`src/core/bts_pkg.sv`:
```
package bts_pkg;
  // time base: one millisecond of core_clk at 125 MHz
  localparam int unsigned CLK_KHZ   = 125000;
  localparam int unsigned MS_CYCLES = CLK_KHZ * 1;
  localparam logic [15:0] OVERHEAD_MS = 16'h0014;
  // register byte offsets
  localparam logic [7:0] OFS_CTRL   = 8'h00;
  localparam logic [7:0] OFS_BURST  = 8'h04;
  localparam logic [7:0] OFS_TMO    = 8'h08;
  localparam logic [7:0] OFS_DUP    = 8'h0C;
  localparam logic [7:0] OFS_HYST   = 8'h10;
  localparam logic [7:0] OFS_GAIN   = 8'h14;
  localparam logic [7:0] OFS_FRAME  = 8'h18;
  localparam logic [7:0] OFS_CMD    = 8'h1C;
  localparam logic [7:0] OFS_MISSED = 8'h20;
  localparam logic [7:0] OFS_STATUS = 8'h24;
  // control bit positions
  localparam int unsigned CB_FRAME = 0;
  localparam int unsigned CB_FALL  = 1;
  localparam int unsigned CB_LEVEL = 2;
  localparam int unsigned CB_SUPP  = 3;
  localparam int unsigned CB_SGOOD = 4;
  localparam int unsigned CB_HYST  = 5;
  // limits
  localparam logic [15:0] BURST_MAX = 16'h7530;
  localparam logic [15:0] BURST_INF = 16'h7531;
  localparam logic [15:0] TMO_MIN   = 16'h000A;
  localparam logic [15:0] TMO_MAX   = 16'h2710;
  localparam logic [15:0] DUP_MAX   = 16'h7530;
  localparam logic [15:0] SPC_MIN   = 16'h0014;
  localparam logic [15:0] SPC_MAX   = 16'h7530;
  localparam logic [3:0]  FRM_MIN   = 4'h2;
  localparam logic [3:0]  FRM_MAX   = 4'h9;
  localparam logic [15:0] CMD_STOP  = 16'h8400;
  // reset values
  localparam logic [15:0] RST_BURST = 16'h03E8;
  localparam logic [15:0] RST_TMO   = 16'h0064;
  localparam logic [15:0] RST_DUP   = 16'h0000;
  localparam logic [15:0] RST_SPC   = 16'h0064;
  localparam logic [3:0]  RST_FRM   = 4'h3;
  localparam logic [7:0]  RST_GAIN  = 8'h64;
  localparam logic [3:0]  RST_HCNT  = 4'h1;
  localparam logic [7:0]  RST_HWID  = 8'h05;

  typedef enum {ST_IDLE, ST_ATTEMPT, ST_GAP} bts_state_e;

  typedef struct packed {
    logic        frame_mode;
    logic        fall_edge;
    logic        level_trig;
    logic        supp_bad;
    logic        stop_good;
    logic        hyst_en;
    logic [15:0] burst_ms;
    logic [15:0] tmo_ms;
    logic [15:0] dup_ms;
    logic [3:0]  hyst_cnt;
    logic [7:0]  hyst_width;
    logic [7:0]  gain;
    logic [3:0]  frames;
    logic [15:0] spacing_ms;
  } bts_cfg_s;

  typedef struct packed {
    logic        done;
    logic        good;
    logic [31:0] code;
  } bts_dec_s;
endpackage : bts_pkg

```
`src/core/bts_sequencer.sv`:
```
// The address-and-strobe port and the placing of the registers are this design's own decisions.
`timescale 1ns/1ns
// What this block does
// - interval mode: accepted trigger starts timed burst of capture plus decode
// - each interval attempt is followed by 20 ms overhead before next capture
// - triggers during any burst are ignored and counted as missed
// - burst length in ms, accepted range 0 to 30000
// - burst length 30001 means capture and decode forever
// - continuous burst ends on stop command 8400 or stop input pulse
// - decode abandoned after timeout, settable 10 to 10000 ms
// - stop-after-good ends finite interval bursts only
// - flag suppresses or emits the bad-read output
// - same result ignored for duplicate time, 0 to 30000 ms
// - hysteresis off, or 1 to 15 increments of set width
// - gains go preset, +k, -k times width for k up to count
// - good decode ends the hysteresis sequence
// - frame mode: up to N spaced captures, ends on good decode
// - frames per burst settable 2 to 9
// - frame spacing settable 20 to 30000 ms
// - decoder timeout counts as a bad read
// - trigger on rising edge, falling edge, or repeated while level held
module bts_sequencer
  import bts_pkg::*;
#(
  parameter int unsigned MS_CYC = MS_CYCLES
)(
  input  wire logic        core_clk,
  input  wire logic        arst_n,
  input  wire logic [7:0]  reg_addr,
  input  wire logic [31:0] reg_wdata,
  input  wire logic        reg_wr,
  input  wire logic        reg_rd,
  output logic      [31:0] reg_rdata,
  input  wire logic        trig_pin,
  input  wire logic        stop_pin,
  input  wire bts_dec_s    dec_in,
  output logic             cap_start,
  output logic      [7:0]  cap_gain,
  output logic             dec_abort,
  output logic             good_read,
  output logic             bad_read,
  output logic      [31:0] read_code,
  output logic             burst_active
);

  function automatic logic in_rng(input logic [15:0] v,
                                  input logic [15:0] lo,
                                  input logic [15:0] hi);
    in_rng = (v >= lo) && (v <= hi);
  endfunction : in_rng

  function automatic logic [7:0] hyst_gain(input logic [7:0] pre,
                                           input logic [4:0] idx,
                                           input logic [7:0] wid);
    logic [3:0]         k;
    logic signed [13:0] g;
    k = 4'((idx + 5'h01) >> 1);
    if (idx[0])
      g = $signed({6'h00, pre}) + $signed({2'h0, 12'(k) * 12'(wid)});
    else
      g = $signed({6'h00, pre}) - $signed({2'h0, 12'(k) * 12'(wid)});
    if (g < 0)
      hyst_gain = 8'h00;
    else if (g > 14'sh00FF)
      hyst_gain = 8'hFF;
    else
      hyst_gain = g[7:0];
  endfunction : hyst_gain

  bts_cfg_s   cfg;
  bts_state_e state;
  logic [2:0]  trig_sync;
  logic [2:0]  stop_sync;
  logic        trig_lvl;
  logic        trig_lvl_d;
  logic        stop_lvl;
  logic        stop_lvl_d;
  logic [16:0] ms_cnt;
  logic        ms_tick;
  logic [15:0] burst_el;
  logic [15:0] att_ms;
  logic [15:0] gap_ms;
  logic [3:0]  frm_cnt;
  logic [4:0]  hyst_idx;
  logic        stop_pend;
  logic [15:0] missed;
  logic [15:0] dup_left;
  logic [31:0] last_code;
  logic        trig_edge;
  logic        trig_evt;
  logic        stop_evt;
  logic        cmd_stop;
  logic        timed_out;
  logic        att_end;
  logic        att_good;
  logic        inf_burst;
  logic        time_up;
  logic        end_burst;
  logic        gap_ready;
  logic        is_dup;
  logic [4:0]  hyst_last;

  // three-stage synchronisers; level changes once stages two and three agree
  always_ff @(posedge core_clk or negedge arst_n)
    if (!arst_n)
    begin
      trig_sync  <= 3'h0;
      stop_sync  <= 3'h0;
      trig_lvl   <= 1'b0;
      trig_lvl_d <= 1'b0;
      stop_lvl   <= 1'b0;
      stop_lvl_d <= 1'b0;
    end
    else
    begin
      trig_sync  <= {trig_sync[1:0], trig_pin};
      stop_sync  <= {stop_sync[1:0], stop_pin};
      if (trig_sync[1] == trig_sync[2])
        trig_lvl <= trig_sync[2];
      if (stop_sync[1] == stop_sync[2])
        stop_lvl <= stop_sync[2];
      trig_lvl_d <= trig_lvl;
      stop_lvl_d <= stop_lvl;
    end

  always_comb
  begin
    trig_edge = cfg.fall_edge ? (trig_lvl_d & ~trig_lvl)
                              : (trig_lvl & ~trig_lvl_d);
    // level mode: retrigger whenever idle and level is held
    trig_evt  = cfg.level_trig ? (trig_lvl ^ cfg.fall_edge) : trig_edge;
    stop_evt  = stop_lvl & ~stop_lvl_d;
    cmd_stop  = reg_wr && reg_addr == OFS_CMD && reg_wdata[15:0] == CMD_STOP;
    inf_burst = cfg.burst_ms == BURST_INF;
    timed_out = att_ms >= cfg.tmo_ms && !dec_in.done;
    att_end   = state == ST_ATTEMPT && (dec_in.done || timed_out);
    att_good  = dec_in.done && dec_in.good;
    time_up   = !cfg.frame_mode && !inf_burst
                && burst_el >= cfg.burst_ms;
    end_burst = stop_pend || stop_evt || cmd_stop
                || (att_good && cfg.frame_mode)
                || (att_good && cfg.stop_good && !inf_burst)
                || (cfg.frame_mode && frm_cnt >= cfg.frames)
                || time_up;
    gap_ready = cfg.frame_mode ? gap_ms >= cfg.spacing_ms
                               : gap_ms >= OVERHEAD_MS;
    is_dup    = dup_left != 16'h0000 && dec_in.code == last_code;
    hyst_last = 5'({cfg.hyst_cnt, 1'b0});
    burst_active = state != ST_IDLE;
  end

  // millisecond time base
  always_ff @(posedge core_clk or negedge arst_n)
    if (!arst_n)
    begin
      ms_cnt  <= 17'h00000;
      ms_tick <= 1'b0;
    end
    else
    begin
      ms_tick <= ms_cnt == 17'(MS_CYC - 1);
      ms_cnt  <= (ms_cnt == 17'(MS_CYC - 1)) ? 17'h00000 : ms_cnt + 17'h00001;
    end

  // burst sequencer
  always_ff @(posedge core_clk or negedge arst_n)
    if (!arst_n)
    begin
      state     <= ST_IDLE;
      burst_el  <= 16'h0000;
      att_ms    <= 16'h0000;
      gap_ms    <= 16'h0000;
      frm_cnt   <= 4'h0;
      hyst_idx  <= 5'h00;
      stop_pend <= 1'b0;
      cap_start <= 1'b0;
      cap_gain  <= RST_GAIN;
      dec_abort <= 1'b0;
    end
    else
    begin
      cap_start <= 1'b0;
      dec_abort <= 1'b0;
      if (ms_tick && burst_el != 16'hFFFF)
        burst_el <= burst_el + 16'h0001;
      if (ms_tick && att_ms != 16'hFFFF)
        att_ms <= att_ms + 16'h0001;
      if (ms_tick && gap_ms != 16'hFFFF)
        gap_ms <= gap_ms + 16'h0001;
      if ((stop_evt || cmd_stop) && state != ST_IDLE)
        stop_pend <= 1'b1;
      case (state)
        ST_IDLE:
        begin
          stop_pend <= 1'b0;
          if (trig_evt)
          begin
            state     <= ST_ATTEMPT;
            cap_start <= 1'b1;
            cap_gain  <= cfg.gain;
            burst_el  <= 16'h0000;
            att_ms    <= 16'h0000;
            gap_ms    <= 16'h0000;
            frm_cnt   <= 4'h1;
            hyst_idx  <= 5'h00;
          end
        end
        ST_ATTEMPT:
          if (att_end)
          begin
            dec_abort <= timed_out;
            if (att_good || !cfg.hyst_en || hyst_idx == hyst_last)
              hyst_idx <= 5'h00;
            else
              hyst_idx <= hyst_idx + 5'h01;
            if (!cfg.frame_mode)
              gap_ms <= 16'h0000;
            state <= end_burst ? ST_IDLE : ST_GAP;
          end
        ST_GAP:
          if (stop_pend || stop_evt || cmd_stop || time_up)
            state <= ST_IDLE;
          else if (gap_ready)
          begin
            state     <= ST_ATTEMPT;
            cap_start <= 1'b1;
            cap_gain  <= cfg.hyst_en && hyst_idx != 5'h00
                         ? hyst_gain(cfg.gain, hyst_idx,
                                     cfg.hyst_width)
                         : cfg.gain;
            att_ms    <= 16'h0000;
            gap_ms    <= 16'h0000;
            frm_cnt   <= frm_cnt + 4'h1;
          end
        default:
          state <= ST_IDLE;
      endcase
    end

  // result outputs and duplicate suppression
  always_ff @(posedge core_clk or negedge arst_n)
    if (!arst_n)
    begin
      good_read <= 1'b0;
      bad_read  <= 1'b0;
      read_code <= 32'h00000000;
      last_code <= 32'h00000000;
      dup_left  <= 16'h0000;
    end
    else
    begin
      good_read <= 1'b0;
      bad_read  <= 1'b0;
      if (ms_tick && dup_left != 16'h0000)
        dup_left <= dup_left - 16'h0001;
      if (att_end && att_good && !is_dup)
      begin
        good_read <= 1'b1;
        read_code <= dec_in.code;
        last_code <= dec_in.code;
        dup_left  <= cfg.dup_ms;
      end
      if (att_end && !att_good)
        bad_read <= !cfg.supp_bad;
    end

  // register writes; out-of-range values are refused
  always_ff @(posedge core_clk or negedge arst_n)
    if (!arst_n)
    begin
      cfg <= '{frame_mode: 1'b0, fall_edge: 1'b0, level_trig: 1'b0,
               supp_bad: 1'b0, stop_good: 1'b0, hyst_en: 1'b0,
               burst_ms: RST_BURST, tmo_ms: RST_TMO, dup_ms: RST_DUP,
               hyst_cnt: RST_HCNT, hyst_width: RST_HWID, gain: RST_GAIN,
               frames: RST_FRM, spacing_ms: RST_SPC};
    end
    else if (reg_wr)
      case (reg_addr)
        OFS_CTRL:
        begin
          cfg.frame_mode <= reg_wdata[CB_FRAME];
          cfg.fall_edge  <= reg_wdata[CB_FALL];
          cfg.level_trig <= reg_wdata[CB_LEVEL];
          cfg.supp_bad   <= reg_wdata[CB_SUPP];
          cfg.stop_good  <= reg_wdata[CB_SGOOD];
          cfg.hyst_en    <= reg_wdata[CB_HYST];
        end
        OFS_BURST:
          if (in_rng(reg_wdata[15:0], 16'h0000, BURST_INF))
            cfg.burst_ms <= reg_wdata[15:0];
        OFS_TMO:
          if (in_rng(reg_wdata[15:0], TMO_MIN, TMO_MAX))
            cfg.tmo_ms <= reg_wdata[15:0];
        OFS_DUP:
          if (in_rng(reg_wdata[15:0], 16'h0000, DUP_MAX))
            cfg.dup_ms <= reg_wdata[15:0];
        OFS_HYST:
          if (reg_wdata[3:0] != 4'h0)
          begin
            cfg.hyst_cnt   <= reg_wdata[3:0];
            cfg.hyst_width <= reg_wdata[15:8];
          end
        OFS_GAIN:
          cfg.gain <= reg_wdata[7:0];
        OFS_FRAME:
        begin
          if (in_rng({12'h000, reg_wdata[3:0]}, {12'h000, FRM_MIN},
                     {12'h000, FRM_MAX}))
            cfg.frames <= reg_wdata[3:0];
          if (in_rng(reg_wdata[31:16], SPC_MIN, SPC_MAX))
            cfg.spacing_ms <= reg_wdata[31:16];
        end
        default:
          cfg <= cfg;
      endcase

  // missed-trigger count; a miss in the clearing cycle survives
  always_ff @(posedge core_clk or negedge arst_n)
    if (!arst_n)
      missed <= 16'h0000;
    else if (trig_edge && state != ST_IDLE)
      missed <= (reg_wr && reg_addr == OFS_MISSED) ? 16'h0001
                                                   : missed + 16'h0001;
    else if (reg_wr && reg_addr == OFS_MISSED)
      missed <= 16'h0000;

  always_ff @(posedge core_clk or negedge arst_n)
    if (!arst_n)
      reg_rdata <= 32'h00000000;
    else if (reg_rd)
      case (reg_addr)
        OFS_CTRL:   reg_rdata <= {26'h0, cfg.hyst_en, cfg.stop_good,
                                  cfg.supp_bad, cfg.level_trig,
                                  cfg.fall_edge, cfg.frame_mode};
        OFS_BURST:  reg_rdata <= {16'h0, cfg.burst_ms};
        OFS_TMO:    reg_rdata <= {16'h0, cfg.tmo_ms};
        OFS_DUP:    reg_rdata <= {16'h0, cfg.dup_ms};
        OFS_HYST:   reg_rdata <= {16'h0, cfg.hyst_width, 4'h0, cfg.hyst_cnt};
        OFS_GAIN:   reg_rdata <= {24'h0, cfg.gain};
        OFS_FRAME:  reg_rdata <= {cfg.spacing_ms, 12'h0, cfg.frames};
        OFS_MISSED: reg_rdata <= {16'h0, missed};
        OFS_STATUS: reg_rdata <= {19'h0, hyst_idx, frm_cnt, 2'h0,
                                  stop_pend, burst_active};
        default:    reg_rdata <= 32'h00000000;
      endcase
    else
      reg_rdata <= 32'h00000000;

  chk_missed_count: assert property (@(posedge core_clk) disable iff (!arst_n)
    trig_edge && state != ST_IDLE && !reg_wr
    |=> missed == $past(missed) + 16'h0001)
    else $error("missed trigger not counted");
  chk_timeout_bad: assert property (@(posedge core_clk) disable iff (!arst_n)
    state == ST_ATTEMPT && timed_out
    |=> dec_abort && bad_read == !cfg.supp_bad)
    else $error("timeout not handled as bad read");
  chk_no_start_busy: assert property (@(posedge core_clk) disable iff (!arst_n)
    state == ST_ATTEMPT |=> !cap_start || $past(state) != ST_ATTEMPT)
    else $error("capture started mid attempt");
  chk_frame_good: assert property (@(posedge core_clk) disable iff (!arst_n)
    att_end && att_good && cfg.frame_mode |=> state == ST_IDLE)
    else $error("frame burst did not end on good read");
  chk_inf_runs: assert property (@(posedge core_clk) disable iff (!arst_n)
    att_end && !cfg.frame_mode && inf_burst && !stop_pend && !stop_evt
    && !cmd_stop |=> state == ST_GAP)
    else $error("continuous burst ended without stop");
  chk_burst_done: assert property (@(posedge core_clk) disable iff (!arst_n)
    state == ST_GAP && time_up |=> state == ST_IDLE)
    else $error("finite burst overran its length");
  chk_plain_gain: assert property (@(posedge core_clk) disable iff (!arst_n)
    cap_start && !cfg.hyst_en && !$past(reg_wr) |-> cap_gain == cfg.gain)
    else $error("gain differs from preset");
  chk_tmo_range: assert property (@(posedge core_clk) disable iff (!arst_n)
    cfg.tmo_ms >= TMO_MIN && cfg.tmo_ms <= TMO_MAX)
    else $error("decoder timeout out of range");

endmodule : bts_sequencer

```
`config.mk`:
```
export PLATFORM = sky130hd
export DESIGN_NAME = bts_sequencer
export DESIGN_NICKNAME = d
export VERILOG_FILES = /design/src/core/bts_pkg.sv /design/src/core/bts_sequencer.sv
export SDC_FILE = /design/constraint.sdc
export NUM_CORES = 1
export LEC_CHECK = 0
export BUFFER_PORTS_ARGS = -buffer_cell sky130_fd_sc_hd__buf_4
export CAP_MARGIN = 0
export CORE_ASPECT_RATIO = 0.75
export CORE_MARGIN = 2
export CORE_UTILIZATION = 47
export DETAILED_ROUTE_END_ITERATION = 7
export GPL_TIMING_DRIVEN = 1
export HOLD_SLACK_MARGIN = 0.05
export PLACE_DENSITY = 0.71
export SYNTH_ARGS = -nofsm -noshare
export SYNTH_HDL_FRONTEND = slang
export SYNTH_SLANG_ARGS = --single-unit
```
`constraint.sdc`:
```
create_clock -name core_clk -period 7.1 [get_ports core_clk]
set_input_delay 1.42 -clock core_clk [delete_from_list [all_inputs] [get_ports core_clk]]
set_output_delay 1.42 -clock core_clk [all_outputs]
set_load 0.03 [all_outputs]
```
==> metrics.cfg <==
[timing]
skew_ns = 0.0223
fin_crit_ns = 6.27
hold_violations = 0
hold_slack_ns = 0.358
rsz0062_at_grt = false
drv_slew = 0
fin_crit_sh = 0.883
max_slew_margin = 0.224
finalSetupViolCount = 0
tightest_slew_ns = 1.15
max_freq_mhz = 159
setup_tns_ns = 0

[placed_design]
dp_cells = 2203
numPortBuffers = 156
place_congestion = 0.877
place_hpwl_um = 32700

[floorplanning]
ios = 157
start_util = 0.475
dieArea_um2 = 36400
coreArea_um2 = 34500
dieWidth_um = 220
rows = 59
die_h_um = 166

[yosys]
avgSynthCellArea_um2 = 10.1
yosysTopAreaCell = dfrtp_1
ys_top_cells_by_area = dfrtp_1 (41%), ha_1 (7.4%), mux2_2 (6.3%)
ys_async_sr_fraction = 1.00
synth_edf_count = 0
netlist_instances = 1630
ys.flop_type = dfrtp_1
ys_seq_elements = 290
seq_area_frac_synth = 0.444
syn-num-nets = 1821
syn_area_um2 = 16400
synth_top_area_share = 0.408
synth.distinct_cells = 79
yosysWarnings = 0

[job]
maxCapViolations = 0

[worst_setup_path]
regToRegEndpoint = cap_gain[0]
crit_arrival_ns = 6.71
crit_fanout = 9
critPathCapture = cap_gain[0]
path_class = register to register
crit_start = hyst_idx[1]
r2r_start = hyst_idx[1]
ff2ff_path_depth = 22
startpoint_type = register
end_kind = register
r2r_setup_slack_ns = 0.83
required_ns = 7.54

[cts]
clock-sinks = 290
cts_setup_buffers = 0
cts_hold_buffers = 0
cts_root_buf = clkbuf_16
clk_path_buf_depth = 3
cts_resized = 0
cts_buffers = 30
cts.reportedPaths.clkPinSlew_ns = 0.07
htreeDepth = 1
cts_tree = yes
insertion_delay_ns = 0.59

[global_routing]
grt-ovfl-total = 0
grt_pass1_wl_um = 71200
grt_use_total = 0.245
first_global_vias = 12800
antenna_found_initial = 0
grt_max_degree = 161

[cells_and_area]
n_fill_cell = 3012
insertedDiodeCount = 0
fin_nets = 1969
area.growth.synth_to_final_pct = 16.6
drive_gt1_frac = 0.191
fin_cells = 2259

[power_and_ir_drop]
finalPower_uw = 5050
p_leak_uw = 0.00882
powerDensity_nw_per_um2 = 264
peakVddDrop_mv = 0.266

[routing]
postRouteAntennaNets = 0
drt-initial-drc-count = 1156
num_vias = 13000
post_drt_wl_per_cell_um = 19.7
via_per_inst = 5.76
route.detailed.drc = 0
totalWireLength_um = 44500
first_pass_iters = 5

[worst_hold_path]
min_from = trig_sync[0]
hold_class = register to register
hold_depth = 0

[run_status]
outcome = finished clean

## registers in the layout, indices dropped and copies added, names as in the netlist, 2 cells and up
register,flops
hyst_idx,5
frm_cnt,4
reg_rdata,32
last_code,32
trig_sync,3
state,2
cap_gain,8
gap_ms,16
dup_left,16
cfg,94
stop_sync,3
burst_el,16
missed,16
att_ms,16
ms_cnt,17
## synthesized netlist by cell type (5+ instances only)
library cell  instances
a211o_1               7
a211oi_1              9
a21boi_0              5
a21o_1               16
a21oi_1              54
a221oi_1              8
a222oi_1              7
a22oi_1              40
a31oi_1              13
a41oi_1               5
and2_1               24
and3_1               24
and4_1                8
buf_2                 6
clkbuf_1             43
dfrtp_1             267
dfstp_2              23
fa_1                 14
ha_1                 97
inv_1               103
mux2_2               92
mux2i_1               7
nand2_1             120
nand2b_1             17
nand3_1              43
nand4_1              25
nor2_1              118
nor2b_1              27
nor3_1               58
nor4_1               30
o2111ai_1             6
o211ai_1              5
o21a_1                7
o21ai_0              84
or3_1                18
xnor2_1              56
xor2_1               76
## per-stage QoR
stage,setup WS [ns],cell area [um^2],util
6_report,0.829,19100,0.553
5_1_grt,0.329,19100,0.553
4_1_cts,0.864,19100,0.553
3_5_place_dp,0.872,18100,0.523
3_3_place_gp,1.02,18100,0.523
2_1_floorplan,1.47,16400,-
## where the power goes
group	internal, uW	switching [uW]	total, uW
sequential	1900	236	2130
combinational	510	748	1260
clock	961	699	1660
## metal layers
metal	track usage	routed length, um	share of wire	vias to the layer above
li1	-	-	-	6111
met1	0.373	21000	0.47	6410
met2	0.364	19500	0.44	427
met3	0.0418	3020	0.068	74
met4	0.0589	1000	0.023	0
met5	0	0	0	-
## final cells by class
class | count | area (um^2) | share of cell area
clock buffer | 42 | 816 | 0.0427
clock inverter | 14 | 223 | 0.0117
inverter | 105 | 394 | 0.0206
multi-input combinational | 1182 | 8530 | 0.446
sequential | 290 | 7290 | 0.381
tap | 457 | 572 | 0.0299
timing repair buffer | 169 | 1290 | 0.0674
## critical path, stage by stage, from the launching register on
cell	delay [ns]
dfrtp_1	0.45
ha_1	0.25
nand3_1	0.10
xor2_1	0.52
nand2b_1	0.22
fa_1	0.42
fa_1	0.60
inv_1	0.06
ha_1	0.30
a21o_1	0.19
a21oi_1	0.25
o21bai_1	0.09
a21oi_1	0.18
xnor2_1	0.21
inv_1	0.08
ha_1	0.23
nor3_1	0.18
nor4bb_1	0.42
o21ai_0	0.19
a2111oi_2	0.49
nor2_1	0.11
a211oi_2	0.45
a221oi_1	0.15
## layout by cell type (no fill, tap or decap), types with 8 or more instances in the layout
master     instances
dfrtp_1          267
fa_1              14
nor2_1           118
dfstp_2           23
nor4_1            30
xnor2_1           56
and2_1            24
a221oi_1           8
mux2_2            92
a21oi_1           54
nor3_1            58
clkbuf_16         30
nand4_1           25
a211oi_1           8
nand3_1           43
inv_1            103
a31oi_1           13
nand2_1          120
and3_1            24
clkbuf_1          10
xor2_1            76
nor2b_1           27
a21o_1            16
nand2b_1          17
ha_1              97
buf_4            167
and4_1             8
or3_1             18
o21ai_0           84
a22oi_1           40
## worst min path at each step
stage                         to  slack [ns]
floorplan           stop_sync[1]        0.33
global placement    trig_sync[1]        0.33
detailed placement  stop_sync[1]        0.34
CTS                 trig_sync[1]        0.36
global route        trig_sync[1]        0.36
finish              trig_sync[1]        0.36
## cell families after synthesis
logic type | share of synthesized area
AOI/OAI and AO/OA | 0.122
and+or+nand+nor | 0.164
muxes | 0.0688
adders and majority gates | 0.0923
xor gates and xnor gates | 0.0705
buffers and inverters | 0.0371
DFF | 0.444
(Power assumes the default switching activity.)
